$ cat src/gain_cfg_pkg.sv
// Purpose: Constants shared by the dual-gain serial configuration port.
// Assumes: The serial clock is far slower than sys_clk_i (400 ns against 50 ns).
// Notes: Latch upper nibble drives channel B, lower nibble channel A.
// Functional notes
// - Select low: shift input bit on rising clock.
// - Select rising edge copies shifter into latch.
// - Select high blocks serial clock; shifter holds.
// - First received bit is word MSB.
// - Output shows shifter MSB, updates falling edge.
// - Code 8 disables that channel only.
// - Hardware powerdown disables channels and port.
// - Floating powerdown input reads as low.
// - Reset or powerdown release loads code 8.
// - Each channel independently selects eight gains.
// - Upper nibble channel B, lower nibble A.
// - Serial output always actively driven.
package gain_cfg_pkg;
  localparam int WORD_W = 8;                     // Shift register and latch width.
  localparam int CODE_W = 4;                     // One channel code width.
  localparam int MSB_POS = 7;                    // Bit shown on the serial output.
  localparam int A_LO = 0;                       // Channel A field low bit.
  localparam int B_LO = 4;                       // Channel B field low bit.
  localparam logic [3:0] CODE_SW_OFF = 4'h8;     // Software shutdown code.
  localparam logic [7:0] LATCH_RESET = 8'h88;    // Both channels in software shutdown.
  localparam logic [7:0] SHIFT_RESET = 8'h00;    // Shifter value after reset.
  localparam int PIN_SEL = 0;                    // Select/load position in the pin bundle.
  localparam int PIN_CLK = 1;                    // Serial clock position in the pin bundle.
  localparam int PIN_DAT = 2;                    // Serial data position in the pin bundle.
  localparam int PIN_PD = 3;                     // Powerdown position in the pin bundle.
  localparam logic [3:0] PIN_IDLE = 4'h1;        // Idle pins: select high, the rest low.
endpackage : gain_cfg_pkg

$ cat src/gain_cfg_port.sv
// Purpose: Serial configuration port feeding a two-channel gain latch.
// Assumes: Serial pins are asynchronous and are synchronised to sys_clk_i.
// Notes: Edges of the serial pins are found after a two-flop synchroniser.
//   A pin edge reaches the port logic three system clocks after the pin moves,
//   so the serial half period must span at least four system clocks.
//   The enable outputs stand in for the amplifiers, which are not modelled here.
`timescale 1ns/10ps
module gain_cfg_port
  import gain_cfg_pkg::*;
(
  input wire logic sys_clk_i,          // System clock, 20 MHz.
  input wire logic reset_i,            // Synchronous active-high reset.
  input wire logic select_load_n_i,    // Select/load pin, active low.
  input wire logic ser_clk_i,          // Serial clock pin from host.
  input wire logic ser_data_i,         // Serial data pin from host.
  input wire logic hw_powerdown_in_i,  // Hardware powerdown pin, active high.
  output logic ser_data_o,             // Daisy-chain serial output.
  output logic [7:0] gain_latch_o,     // Whole gain latch.
  output logic [3:0] gain_a_o,         // Channel A gain code.
  output logic [3:0] gain_b_o,         // Channel B gain code.
  output logic amp_a_en_o,             // Channel A amplifier enabled.
  output logic amp_b_en_o              // Channel B amplifier enabled.
);

  // Synchroniser stages; the first stage is read only by the second.
  logic [3:0] sync1_ff, nxt_sync1;
  logic [3:0] sync2_ff, nxt_sync2;
  logic [3:0] prev_ff, nxt_prev;       // Previous synced sample for edge finding.
  logic [WORD_W-1:0] shift_ff, nxt_shift;  // Serial shift register.
  logic [WORD_W-1:0] latch_ff, nxt_latch;  // Gain latch.
  logic dout_ff, nxt_dout;             // Serial output flop.
  logic [3:0] ga_ff, nxt_ga;           // Registered channel A code.
  logic [3:0] gb_ff, nxt_gb;           // Registered channel B code.
  logic ena_ff, nxt_ena;               // Registered channel A enable.
  logic enb_ff, nxt_enb;               // Registered channel B enable.

  // Synced pin levels, taken from the second synchroniser stage only.
  // Bundle positions are named in the package so the order is kept in one place.
  logic s_sel;                         // Synced select/load, high when idle.
  logic s_clk;                         // Synced serial clock.
  logic s_dat;                         // Synced serial data.
  logic s_pd;                          // Synced hardware powerdown.

  // Edge strobes, each high for one system clock.
  // Clock edges are qualified here, so the shifter never sees a blocked edge.
  logic clk_rise;                      // Serial clock rose with the port open.
  logic clk_fall;                      // Serial clock fell with the port open.
  logic sel_rise;                      // Select/load rose outside powerdown.
  logic pd_fall;                       // Powerdown was just released.

  // True when a channel code leaves the amplifier running.
  function automatic logic code_enabled(input logic [3:0] code);
    code_enabled = (code < CODE_SW_OFF);  // Codes 8 and above shut the channel down.
  endfunction : code_enabled

  // Picks one channel code out of a latch word; both channels share it.
  function automatic logic [CODE_W-1:0] chan_code(input logic [WORD_W-1:0] word, input int lo);
    chan_code = word[lo +: CODE_W];
  endfunction : chan_code

  // Input synchroniser next values.
  always_comb begin
    nxt_sync1 = {hw_powerdown_in_i, ser_data_i, ser_clk_i, select_load_n_i};
    nxt_sync2 = sync1_ff;
    nxt_prev = sync2_ff;
  end

  // Input synchroniser registers. Reset leaves powerdown low, as the pull-down would.
  // The reset pattern matches the idle pins, so no false edge follows reset.
  // A floating powerdown pin is pulled low outside; here it simply reads low.
  always_ff @(posedge sys_clk_i) begin
    if (reset_i) begin
      // Every stage starts at the idle pattern.
      sync1_ff <= PIN_IDLE;
      sync2_ff <= PIN_IDLE;
      prev_ff <= PIN_IDLE;
    end else begin
      // Pins move one stage along per clock.
      sync1_ff <= nxt_sync1;
      sync2_ff <= nxt_sync2;
      prev_ff <= nxt_prev;
    end
  end

  // Split the second stage back into named pins.
  assign s_sel = sync2_ff[PIN_SEL];
  assign s_clk = sync2_ff[PIN_CLK];
  assign s_dat = sync2_ff[PIN_DAT];
  assign s_pd = sync2_ff[PIN_PD];
  // The clock only counts while select is low and powerdown is low.
  // Data and clock share one synchroniser bank, so data keeps its setup to the clock.
  assign clk_rise = s_clk && !prev_ff[PIN_CLK] && !s_sel && !s_pd;
  assign clk_fall = !s_clk && prev_ff[PIN_CLK] && !s_sel && !s_pd;
  // A select rise during powerdown is ignored; the port is off then.
  assign sel_rise = s_sel && !prev_ff[PIN_SEL] && !s_pd;
  // Release of powerdown is seen once, to restore the power-on codes.
  assign pd_fall = !s_pd && prev_ff[PIN_PD];

  // Shifter, latch and serial output next values.
  // Powerdown wins over every serial event, since the port is off then.
  // Rise and fall strobes never coincide, so shift and output update apart.
  always_comb begin
    nxt_shift = shift_ff;
    nxt_latch = latch_ff;
    nxt_dout = dout_ff;
    if (s_pd || pd_fall) begin
      // Powerdown holds the port in its power-on state; release keeps it there.
      nxt_shift = SHIFT_RESET;
      nxt_latch = LATCH_RESET;
      nxt_dout = SHIFT_RESET[MSB_POS];
    end else begin
      if (clk_rise) begin
        // First bit in ends up at the MSB after eight shifts.
        nxt_shift = {shift_ff[WORD_W-2:0], s_dat};
      end
      if (clk_fall) begin
        nxt_dout = shift_ff[MSB_POS];
      end
      if (sel_rise) begin
        nxt_latch = shift_ff;
      end
    end
  end

  // Decoded channel outputs, registered so every output leaves a flop.
  // They decode the latch's next value, so codes and latch change on one edge.
  // Each channel reads only its own nibble, so the two never interact.
  always_comb begin
    nxt_ga = chan_code(nxt_latch, A_LO);
    nxt_gb = chan_code(nxt_latch, B_LO);
    nxt_ena = code_enabled(nxt_ga) && !s_pd;
    nxt_enb = code_enabled(nxt_gb) && !s_pd;
  end

  // Register stage for the port state.
  always_ff @(posedge sys_clk_i) begin
    if (reset_i) begin
      shift_ff <= SHIFT_RESET;
      latch_ff <= LATCH_RESET;
      dout_ff <= SHIFT_RESET[MSB_POS];  // Output shows the cleared shifter MSB.
    end else begin
      shift_ff <= nxt_shift;
      latch_ff <= nxt_latch;
      dout_ff <= nxt_dout;
    end
  end

  // Register stage for the channel codes and enables.
  // Reset puts both channels in software shutdown, with the amplifiers off.
  always_ff @(posedge sys_clk_i) begin
    if (reset_i) begin
      ga_ff <= CODE_SW_OFF;
      gb_ff <= CODE_SW_OFF;
      ena_ff <= 1'b0;
      enb_ff <= 1'b0;
    end else begin
      ga_ff <= nxt_ga;
      gb_ff <= nxt_gb;
      ena_ff <= nxt_ena;
      enb_ff <= nxt_enb;
    end
  end

  // The serial output is a plain driven output; it never floats.
  // The cost is that it cannot share a wire with other serial outputs.
  // Every top output below is a flop, so no logic glitch reaches a pin.
  assign ser_data_o = dout_ff;
  assign gain_latch_o = latch_ff;
  assign gain_a_o = ga_ff;
  assign gain_b_o = gb_ff;
  assign amp_a_en_o = ena_ff;
  assign amp_b_en_o = enb_ff;

  // A synced rising clock shifts the data bit in next cycle.
  a_shift_in: assert property (@(posedge sys_clk_i) disable iff (reset_i)
    (clk_rise && !pd_fall) |=> shift_ff == {$past(shift_ff[WORD_W-2:0]), $past(s_dat)})
    else $error("Shift register did not take the input bit.");

  // Select rising copies the shifter into the latch.
  a_latch_load: assert property (@(posedge sys_clk_i) disable iff (reset_i)
    (sel_rise && !pd_fall) |=> latch_ff == $past(shift_ff))
    else $error("Latch did not load on select rising edge.");

  // Select high keeps the shifter frozen.
  a_clock_block: assert property (@(posedge sys_clk_i) disable iff (reset_i)
    (s_sel && !s_pd && !pd_fall) |=> $stable(shift_ff))
    else $error("Shifter changed while select was high.");

  // Falling clock shows the shifter MSB.
  a_dout_fall: assert property (@(posedge sys_clk_i) disable iff (reset_i)
    (clk_fall && !pd_fall) |=> ser_data_o == $past(shift_ff[MSB_POS]))
    else $error("Serial output missed the shifter MSB.");

  // A code of 8 or more on channel A always comes with channel A off.
  a_sw_off_a: assert property (@(posedge sys_clk_i) disable iff (reset_i)
    (gain_a_o >= CODE_SW_OFF) |-> !amp_a_en_o)
    else $error("Channel A enabled in software shutdown.");

  // Powerdown keeps both channels off.
  a_pd_off: assert property (@(posedge sys_clk_i) disable iff (reset_i)
    s_pd |=> (!amp_a_en_o && !amp_b_en_o && latch_ff == LATCH_RESET))
    else $error("Channel enabled during hardware powerdown.");

  // Powerdown release restores the power-on code.
  a_pd_release: assert property (@(posedge sys_clk_i) disable iff (reset_i)
    pd_fall |=> (latch_ff == LATCH_RESET) && (gain_a_o == CODE_SW_OFF) &&
      (gain_b_o == CODE_SW_OFF))
    else $error("Powerdown release did not restore code 8.");

  // Latch changes only on load or powerdown.
  a_latch_hold: assert property (@(posedge sys_clk_i) disable iff (reset_i)
    (!sel_rise && !s_pd && !pd_fall) |=> $stable(latch_ff))
    else $error("Latch changed without a load.");

  // Channel fields follow the latch nibbles on the same edge.
  a_nibble_map: assert property (@(posedge sys_clk_i) disable iff (reset_i)
    1'b1 |-> (gain_b_o == latch_ff[B_LO +: CODE_W]) &&
      (gain_a_o == latch_ff[A_LO +: CODE_W]))
    else $error("Channel codes do not match latch nibbles.");

  // The checks below cover holding, loading and the two shutdown paths.
  // Each one except the reset check names the rule it guards in the comment line above its label line.

  // Without a rising clock the shifter keeps its word.
  a_shift_hold: assert property (@(posedge sys_clk_i) disable iff (reset_i)
    (!clk_rise && !s_pd && !pd_fall) |=> $stable(shift_ff))
    else $error("Shifter moved without a rising serial clock.");

  // Without a falling clock the serial output holds its level.
  a_dout_hold: assert property (@(posedge sys_clk_i) disable iff (reset_i)
    (!clk_fall && !s_pd && !pd_fall) |=> $stable(ser_data_o))
    else $error("Serial output moved without a falling serial clock.");

  // Select high also freezes the serial output.
  a_sel_gate: assert property (@(posedge sys_clk_i) disable iff (reset_i)
    (s_sel && !s_pd && !pd_fall) |=> $stable(ser_data_o))
    else $error("Serial output moved while select was high.");

  // A load sets both channel codes from the shifter together.
  a_load_gain: assert property (@(posedge sys_clk_i) disable iff (reset_i)
    (sel_rise && !pd_fall) |=> (gain_a_o == $past(shift_ff[A_LO +: CODE_W])) &&
      (gain_b_o == $past(shift_ff[B_LO +: CODE_W])))
    else $error("Channel codes did not follow the loaded word.");

  // A loaded code below 8 runs channel A; 8 or more stops it.
  a_load_en_a: assert property (@(posedge sys_clk_i) disable iff (reset_i)
    (sel_rise && !pd_fall) |=> amp_a_en_o == ($past(shift_ff[A_LO +: CODE_W]) < CODE_SW_OFF))
    else $error("Channel A enable does not match the loaded code.");

  // A loaded code below 8 runs channel B; 8 or more stops it.
  a_load_en_b: assert property (@(posedge sys_clk_i) disable iff (reset_i)
    (sel_rise && !pd_fall) |=> amp_b_en_o == ($past(shift_ff[B_LO +: CODE_W]) < CODE_SW_OFF))
    else $error("Channel B enable does not match the loaded code.");

  // Channel B is off whenever its code is 8 or more.
  a_sw_off_b: assert property (@(posedge sys_clk_i) disable iff (reset_i)
    (gain_b_o >= CODE_SW_OFF) |-> !amp_b_en_o)
    else $error("Channel B enabled in software shutdown.");

  // Channel A with a code below 8 keeps running while the port is quiet.
  a_run_a: assert property (@(posedge sys_clk_i) disable iff (reset_i)
    (!s_pd && !pd_fall && !sel_rise && (gain_a_o < CODE_SW_OFF)) |=> amp_a_en_o)
    else $error("Channel A stopped with a running code.");

  // Channel B with a code below 8 keeps running while the port is quiet.
  a_run_b: assert property (@(posedge sys_clk_i) disable iff (reset_i)
    (!s_pd && !pd_fall && !sel_rise && (gain_b_o < CODE_SW_OFF)) |=> amp_b_en_o)
    else $error("Channel B stopped with a running code.");

  // Powerdown clears the shifter and the serial output.
  a_pd_port: assert property (@(posedge sys_clk_i) disable iff (reset_i)
    s_pd |=> (shift_ff == SHIFT_RESET) && (ser_data_o == SHIFT_RESET[MSB_POS]))
    else $error("Serial port active during hardware powerdown.");

  // A select rise during powerdown loads nothing.
  a_pd_no_load: assert property (@(posedge sys_clk_i) disable iff (reset_i)
    (s_pd && s_sel && !prev_ff[PIN_SEL]) |=> (latch_ff == LATCH_RESET))
    else $error("Latch loaded during hardware powerdown.");

  // Release of powerdown leaves the shifter cleared and both channels off.
  a_release_port: assert property (@(posedge sys_clk_i) disable iff (reset_i)
    pd_fall |=> (shift_ff == SHIFT_RESET) && !amp_a_en_o && !amp_b_en_o)
    else $error("Powerdown release left the port active.");

  // Reset is the trigger here, so this check has no disable condition.
  a_reset_state: assert property (@(posedge sys_clk_i)
    reset_i |=> (latch_ff == LATCH_RESET) && (gain_a_o == CODE_SW_OFF) &&
      (gain_b_o == CODE_SW_OFF) && !amp_a_en_o && !amp_b_en_o)
    else $error("Reset did not restore the power-on codes.");

  // While a frame is being shifted the latch keeps its word.
  a_low_no_load: assert property (@(posedge sys_clk_i) disable iff (reset_i)
    (!s_sel && !s_pd && !pd_fall) |=> $stable(latch_ff))
    else $error("Latch changed while a frame was shifting.");

  // Channel codes hold between loads.
  a_hold_gain: assert property (@(posedge sys_clk_i) disable iff (reset_i)
    (!sel_rise && !s_pd && !pd_fall) |=> $stable(gain_a_o) && $stable(gain_b_o))
    else $error("Channel codes changed without a load.");

  // Channel enables hold between loads as well.
  a_en_hold: assert property (@(posedge sys_clk_i) disable iff (reset_i)
    (!sel_rise && !s_pd && !pd_fall) |=> $stable(amp_a_en_o) && $stable(amp_b_en_o))
    else $error("Channel enables changed without a load.");

endmodule : gain_cfg_port

$ cat config.mk
export PLATFORM = sky130hd
export DESIGN_NAME = gain_cfg_port
export DESIGN_NICKNAME = d
export VERILOG_FILES = /design/src/gain_cfg_pkg.sv /design/src/gain_cfg_port.sv
export SDC_FILE = /design/constraint.sdc
export NUM_CORES = 1
export LEC_CHECK = 0
export ABC_AREA = 0
export BUFFER_PORTS_ARGS = -buffer_cell sky130_fd_sc_hd__buf_2
export CORE_ASPECT_RATIO = 0.7
export CORE_MARGIN = 5
export CORE_UTILIZATION = 40
export DETAILED_ROUTE_END_ITERATION = 6
export GPL_TIMING_DRIVEN = 0
export SLEW_MARGIN = 20
export SYNTH_ARGS = -nofsm -noshare
export SYNTH_HDL_FRONTEND = slang
export SYNTH_SLANG_ARGS = --single-unit
$ cat constraint.sdc
create_clock -name sys_clk_i -period 2.3 [get_ports sys_clk_i]
set_input_delay 0.115 -clock sys_clk_i [delete_from_list [all_inputs] [get_ports sys_clk_i]]
set_output_delay 0.115 -clock sys_clk_i [all_outputs]
set_load 0.02 [all_outputs]
==> Yosys cells after proc, flatten, opt, wreduce, memory -nomap -nowiden <==
Index checks and enable logic that the tools add are counted.
{ "op_classes": {"n_mux": 2, "order_cmp": 2, "n_reduce_logical": 18} }
{ "op_table": {"columns": ["operator", "n"], "rows": [
  ["8-bit two-way mux", 2],
  ["1-bit logical AND", 11],
  ["4-bit < comparator (second input constant)", 2],
  ["1-bit logical NOT", 5],
  ["2-bit OR reduction", 1],
  ["1-bit logical OR", 1]
]} }
{ "word_totals": {"input_bits": 6, "output_inout_bits": 19, "word_cells": 32, "register_bits": 39} }

==> Logic depth before layout (Yosys ltp) <==
{ "depth": {"depth_word": 7, "mapped_depth": 3, "ltp_nobuf": 2} }

==> Least setup slack after synthesis <==
OpenSTA, ideal clock, no wires.
{ "synth_path": {"path_type": "flip-flop to flip-flop", "from": "register sync2_ff[0], in the netlist nxt_prev[0]", "to": "register shift_ff[1]", "setup_slack_ns": 1.069, "period_less_slack_ns": 1.231, "t_required_ns": 2.181, "arrival_time_ns": 1.112, "stages_incl_launch_ff": 4, "path_cell_list": "dfxtp_1 or4b_1 buf_2 mux2i_1"} }
{ "synth_between": {"elab_chain_cells": 3} }
{ "synth_lines": {"columns": ["element", "line", "rtl"], "rows": [
  ["from (decl)", "gain_cfg_port.sv:27", "logic [3:0] sync2_ff, nxt_sync2;"],
  ["from (signal assigned)", "gain_cfg_port.sv:80", "sync2_ff <= nxt_sync2;"],
  ["1-bit logical NOT", "gain_cfg_port.sv:92", "assign clk_rise = s_clk && !prev_ff[PIN_CLK] && !s_sel && !s_pd;"],
  ["1-bit logical AND (2 in a row)", "gain_cfg_port.sv:92", null],
  ["to (signal assigned)", "gain_cfg_port.sv:142", "shift_ff <= nxt_shift;"],
  ["to (decl)", "gain_cfg_port.sv:29", "logic [WORD_W-1:0] shift_ff, nxt_shift;"]
]} }
Every way passes these cells.
A chain may end at the register's enable or synchronous reset.

==> Final worst setup path <==
{ "layout_path": {"from": "register sync2_ff[3], in the netlist nxt_prev[3]", "to": "register latch_ff[6], in the netlist gain_latch_o[6]"} }
{ "layout_between": {"elab_chain_cells": 4, "elab_cells_between_ends": 6, "cone_classes": "mux (2); reduce/logical (4)"} }
{ "layout_lines": {"columns": ["element", "line", "rtl"], "rows": [
  ["1-bit logical NOT", "gain_cfg_port.sv:95, gain_cfg_port.sv:97", null],
  ["1-bit logical AND, on equally long branches", "gain_cfg_port.sv:95, gain_cfg_port.sv:97", null],
  ["8-bit two-way mux / 1-bit logical OR (equally long branches)", "gain_cfg_port.sv:119, gain_cfg_port.sv:106", null],
  ["8-bit two-way mux (*)", "gain_cfg_port.sv:106", "if (s_pd || pd_fall) begin"],
  ["to (signal assigned)", "gain_cfg_port.sv:143", "latch_ff <= nxt_latch;"],
  ["to (decl)", "gain_cfg_port.sv:30", "logic [WORD_W-1:0] latch_ff, nxt_latch;"]
]} }
Mark *: on every way between the ends. The rest lies on a longest branch, timed or not.

==> metrics.md <==
| Metric | Value |
|---|---|
| Syn Inst Count | 101 |
| Core area | 2840 um2 |
| Vias in the first global route | 756 |
| Max cap viols | 0 |
| Synth top area share | 0.499 |
| Fillers | 255 |
| Final HPWL DP | 1590 um |
| Post-DRT Antenna Nets | 0 |
| R2R Path Start | nxt_prev[3] |
| Slew @ Worst Pin | 0.618 ns |
| Reg2reg path depth | 3 |
| Vias per inst | 4.85 |
| Cell taking the most area after synthesis | dfxtp_1 |
| Worst VDD drop | 0.317 mV |
| Crit path capture | gain_latch_o[6] |
| Worst r2r dst | gain_latch_o[6] |
| Worst Path Max Fanout | 10 |
| GP Congestion | 0.701 |
| H-tree depth | 2 |
| HP Class | input port to flop |
| Initial antenna violation count | 0 |
| Root buf cell | clkbuf_8 |
| Pleak | 0.640 nW |
| Final instance area | 1440 um2 |
| Synth unique cells | 19 |
| Most common cell after layout, fill and taps aside | dfxtp_1 |
| Antenna diodes | 0 |
| Final worst path period share | 0.657 |
| TritonCTS clock tree | yes |
| CTS Buf Count | 5 |
| Post-CTS Setup Bufs | 0 |
| Synth top area cells | dfxtp_1 (50%), mux2i_1 (12%), or4b_1 (12%) |
| Post-layout net count | 138 |
| GR Util All Layers | 0.117 |
| Synthesized Nets | 107 |
| Post-synth design cell area | 1200 um2 |
| DRT Wirelength | 2180 um |
| Count of final max-slew check failures | 0 |
| Multi-input gate area in the final layout | 505 um2 |
| Clock input transition at the sequential cells of the worst setup and hold paths | 0.06 ns |
| Post-synthesis sequential area ratio | 0.499 |
| Hold Path Origin | select_load_n_i |
| Buffers added on ports | 24 |
| Die extent in x | 75.5 um |
| Clk buf depth | 2 |
| CP Class | flop to flop |
| Crit path from | nxt_prev[3] |
| Die Y-Extent | 55.9 um |
| Register-to-register setup slack | 0.79 ns |
| Std cell rows | 16 |
| CP Data Required Time | 2.49 ns |
| Final setup viols | 0 |
| Largest net degree at the start of global routing | 11 |
| Hold Slack | 0.0303 ns |
| # resized after CTS | 0 |
| Starting Density | 0.423 |
| DRT iter0 DRCs | 26 |
| Final Hold Viols | 0 |
| Vias | 815 |
| CP Capture Type | flop |
| Wire length per cell | 13.0 um |
| Yosys reg bits | 30 |
| P per Cell Area | 657 nW/um2 |
| Area taken by flip-flops and latches | 601 um2 |
| Ports | 25 |
| Area delta synth->final | 20.1% |
| RSZ-0062 raised after global routing | false |
| F_max | 662 MHz |
| Synth Warn # | 0 |
| Clock latency on the worst-skew pair | 0.27 ns |
| Mapped Avg Cell Area | 11.9 um2 |
| Slew HR | 0.586 |
| Most frequent cells in the layout | dfxtp_1 (30), buf_2 (25), mux2i_1 (15) |
| Placement-stage cell area | 1370 um2 |
| Status | finished, final reports clean |
| Initial DRT Pass Iterations | 4 |
| Setup_tns | 0 ns |
| Share of cells above drive strength 1 | 0.356 |
| GRT overflow | 0 |
| Hold-fix buffers, CTS | 0 |
| Die area | 4220 um2 |
| Global-route wire length before repair | 3660 um |
| Worst Path Arrival | 1.70 ns |
| CP startpoint kind | flop |
| Max Clock Skew | 0.00277 ns |
| CTS sink count | 30 |
| Remaining DRCs | 0 |
| Tmin final | 1.51 ns |
==> report_power, final <==
group          internal, mW  leakage [nW]  switching (mW)
registers             0.530         0.244         0.00685
clock network         0.207        0.0383           0.165
logic                0.0180         0.358          0.0226
total                 0.755         0.640           0.194
==> synthesized netlist by cell type <==
cell type,n
buf_2,1
buf_4,8
clkbuf_1,5
clkbuf_2,1
dfxtp_1,30
inv_1,2
mux2i_1,15
nand4bb_1,2
nor2b_1,8
nor3_1,1
nor3b_2,1
nor4b_1,1
nor4b_4,1
o211a_1,2
o211ai_1,2
or2_2,3
or3b_1,1
or4b_1,14
or4b_2,3
==> how the worst min path moves through the flow <==
stage                         endpoint  slack, ns  cells after the start
after detailed placement  nxt_sync2[0]       0.30                      2
after global placement    nxt_sync2[0]       0.30                      2
after global routing      nxt_sync2[0]       0.02                      2
after floorplan           nxt_sync2[0]       0.22                      1
after CTS                 nxt_sync2[0]       0.02                      2
final                     nxt_sync2[0]       0.03                      2
==> state kept, by name, summed over array words and instances, names as in the netlist <==
register / flops
amp_a_en_o: 1
shift_ff: 8
nxt_sync2: 4
nxt_prev: 4
amp_b_en_o: 1
prev_ff: 3
gain_latch_o: 8
ser_data_o: 1
==> cell type report <==
type | count | area share
Buffer | 15 | 0.0615
Clock buffer | 7 | 0.0529
Inverter | 2 | 0.00520
Multi-Input combinational cell | 54 | 0.350
Sequential cell | 30 | 0.416
Tap cell | 36 | 0.0312
Timing Repair Buffer | 24 | 0.0832
==> critical path, cell delays in order (launching register included) <==
cell and delay, ns:
dfxtp_1 0.36, clkbuf_1 0.24, nor3b_2 0.57, mux2i_1 0.26
==> routing by layer <==
| metal | vias up | share of wire | track usage |
|---|---|---|---|
| met1 | 366 | 0.53 | 0.164 |
| met3 | 2 | 0.068 | 0.0650 |
| li1 | 423 | - | - |
| met5 | - | 0 | 0 |
| met2 | 24 | 0.40 | 0.146 |
| met4 | 0 | 0.0037 | 0.0449 |
==> metrics by stage <==
step,setup slack (ns),utilization,instances,power [mW]
final,0.789,0.508,168,0.949
after detailed placement,0.808,0.481,161,0.589
after CTS,0.784,0.508,168,0.967
after floorplan,1.07,-,101,0.573
after global routing,0.671,0.508,168,0.996
after global placement,0.788,0.481,161,0.588
==> cells by family (layout without fill, tap and decap cells) <==
kind of cell | Yosys count | after routing | share of synthesized area
multiplexers | 15 | 15 | 0.125
AND/OR/NAND/NOR | 35 | 35 | 0.266
buffers and inverters | 17 | 48 | 0.0801
AO/OA/AOI/OAI | 4 | 4 | 0.0291
flip-flops | 30 | 30 | 0.499
No activity file was read; power rests on OpenSTA's default activity.
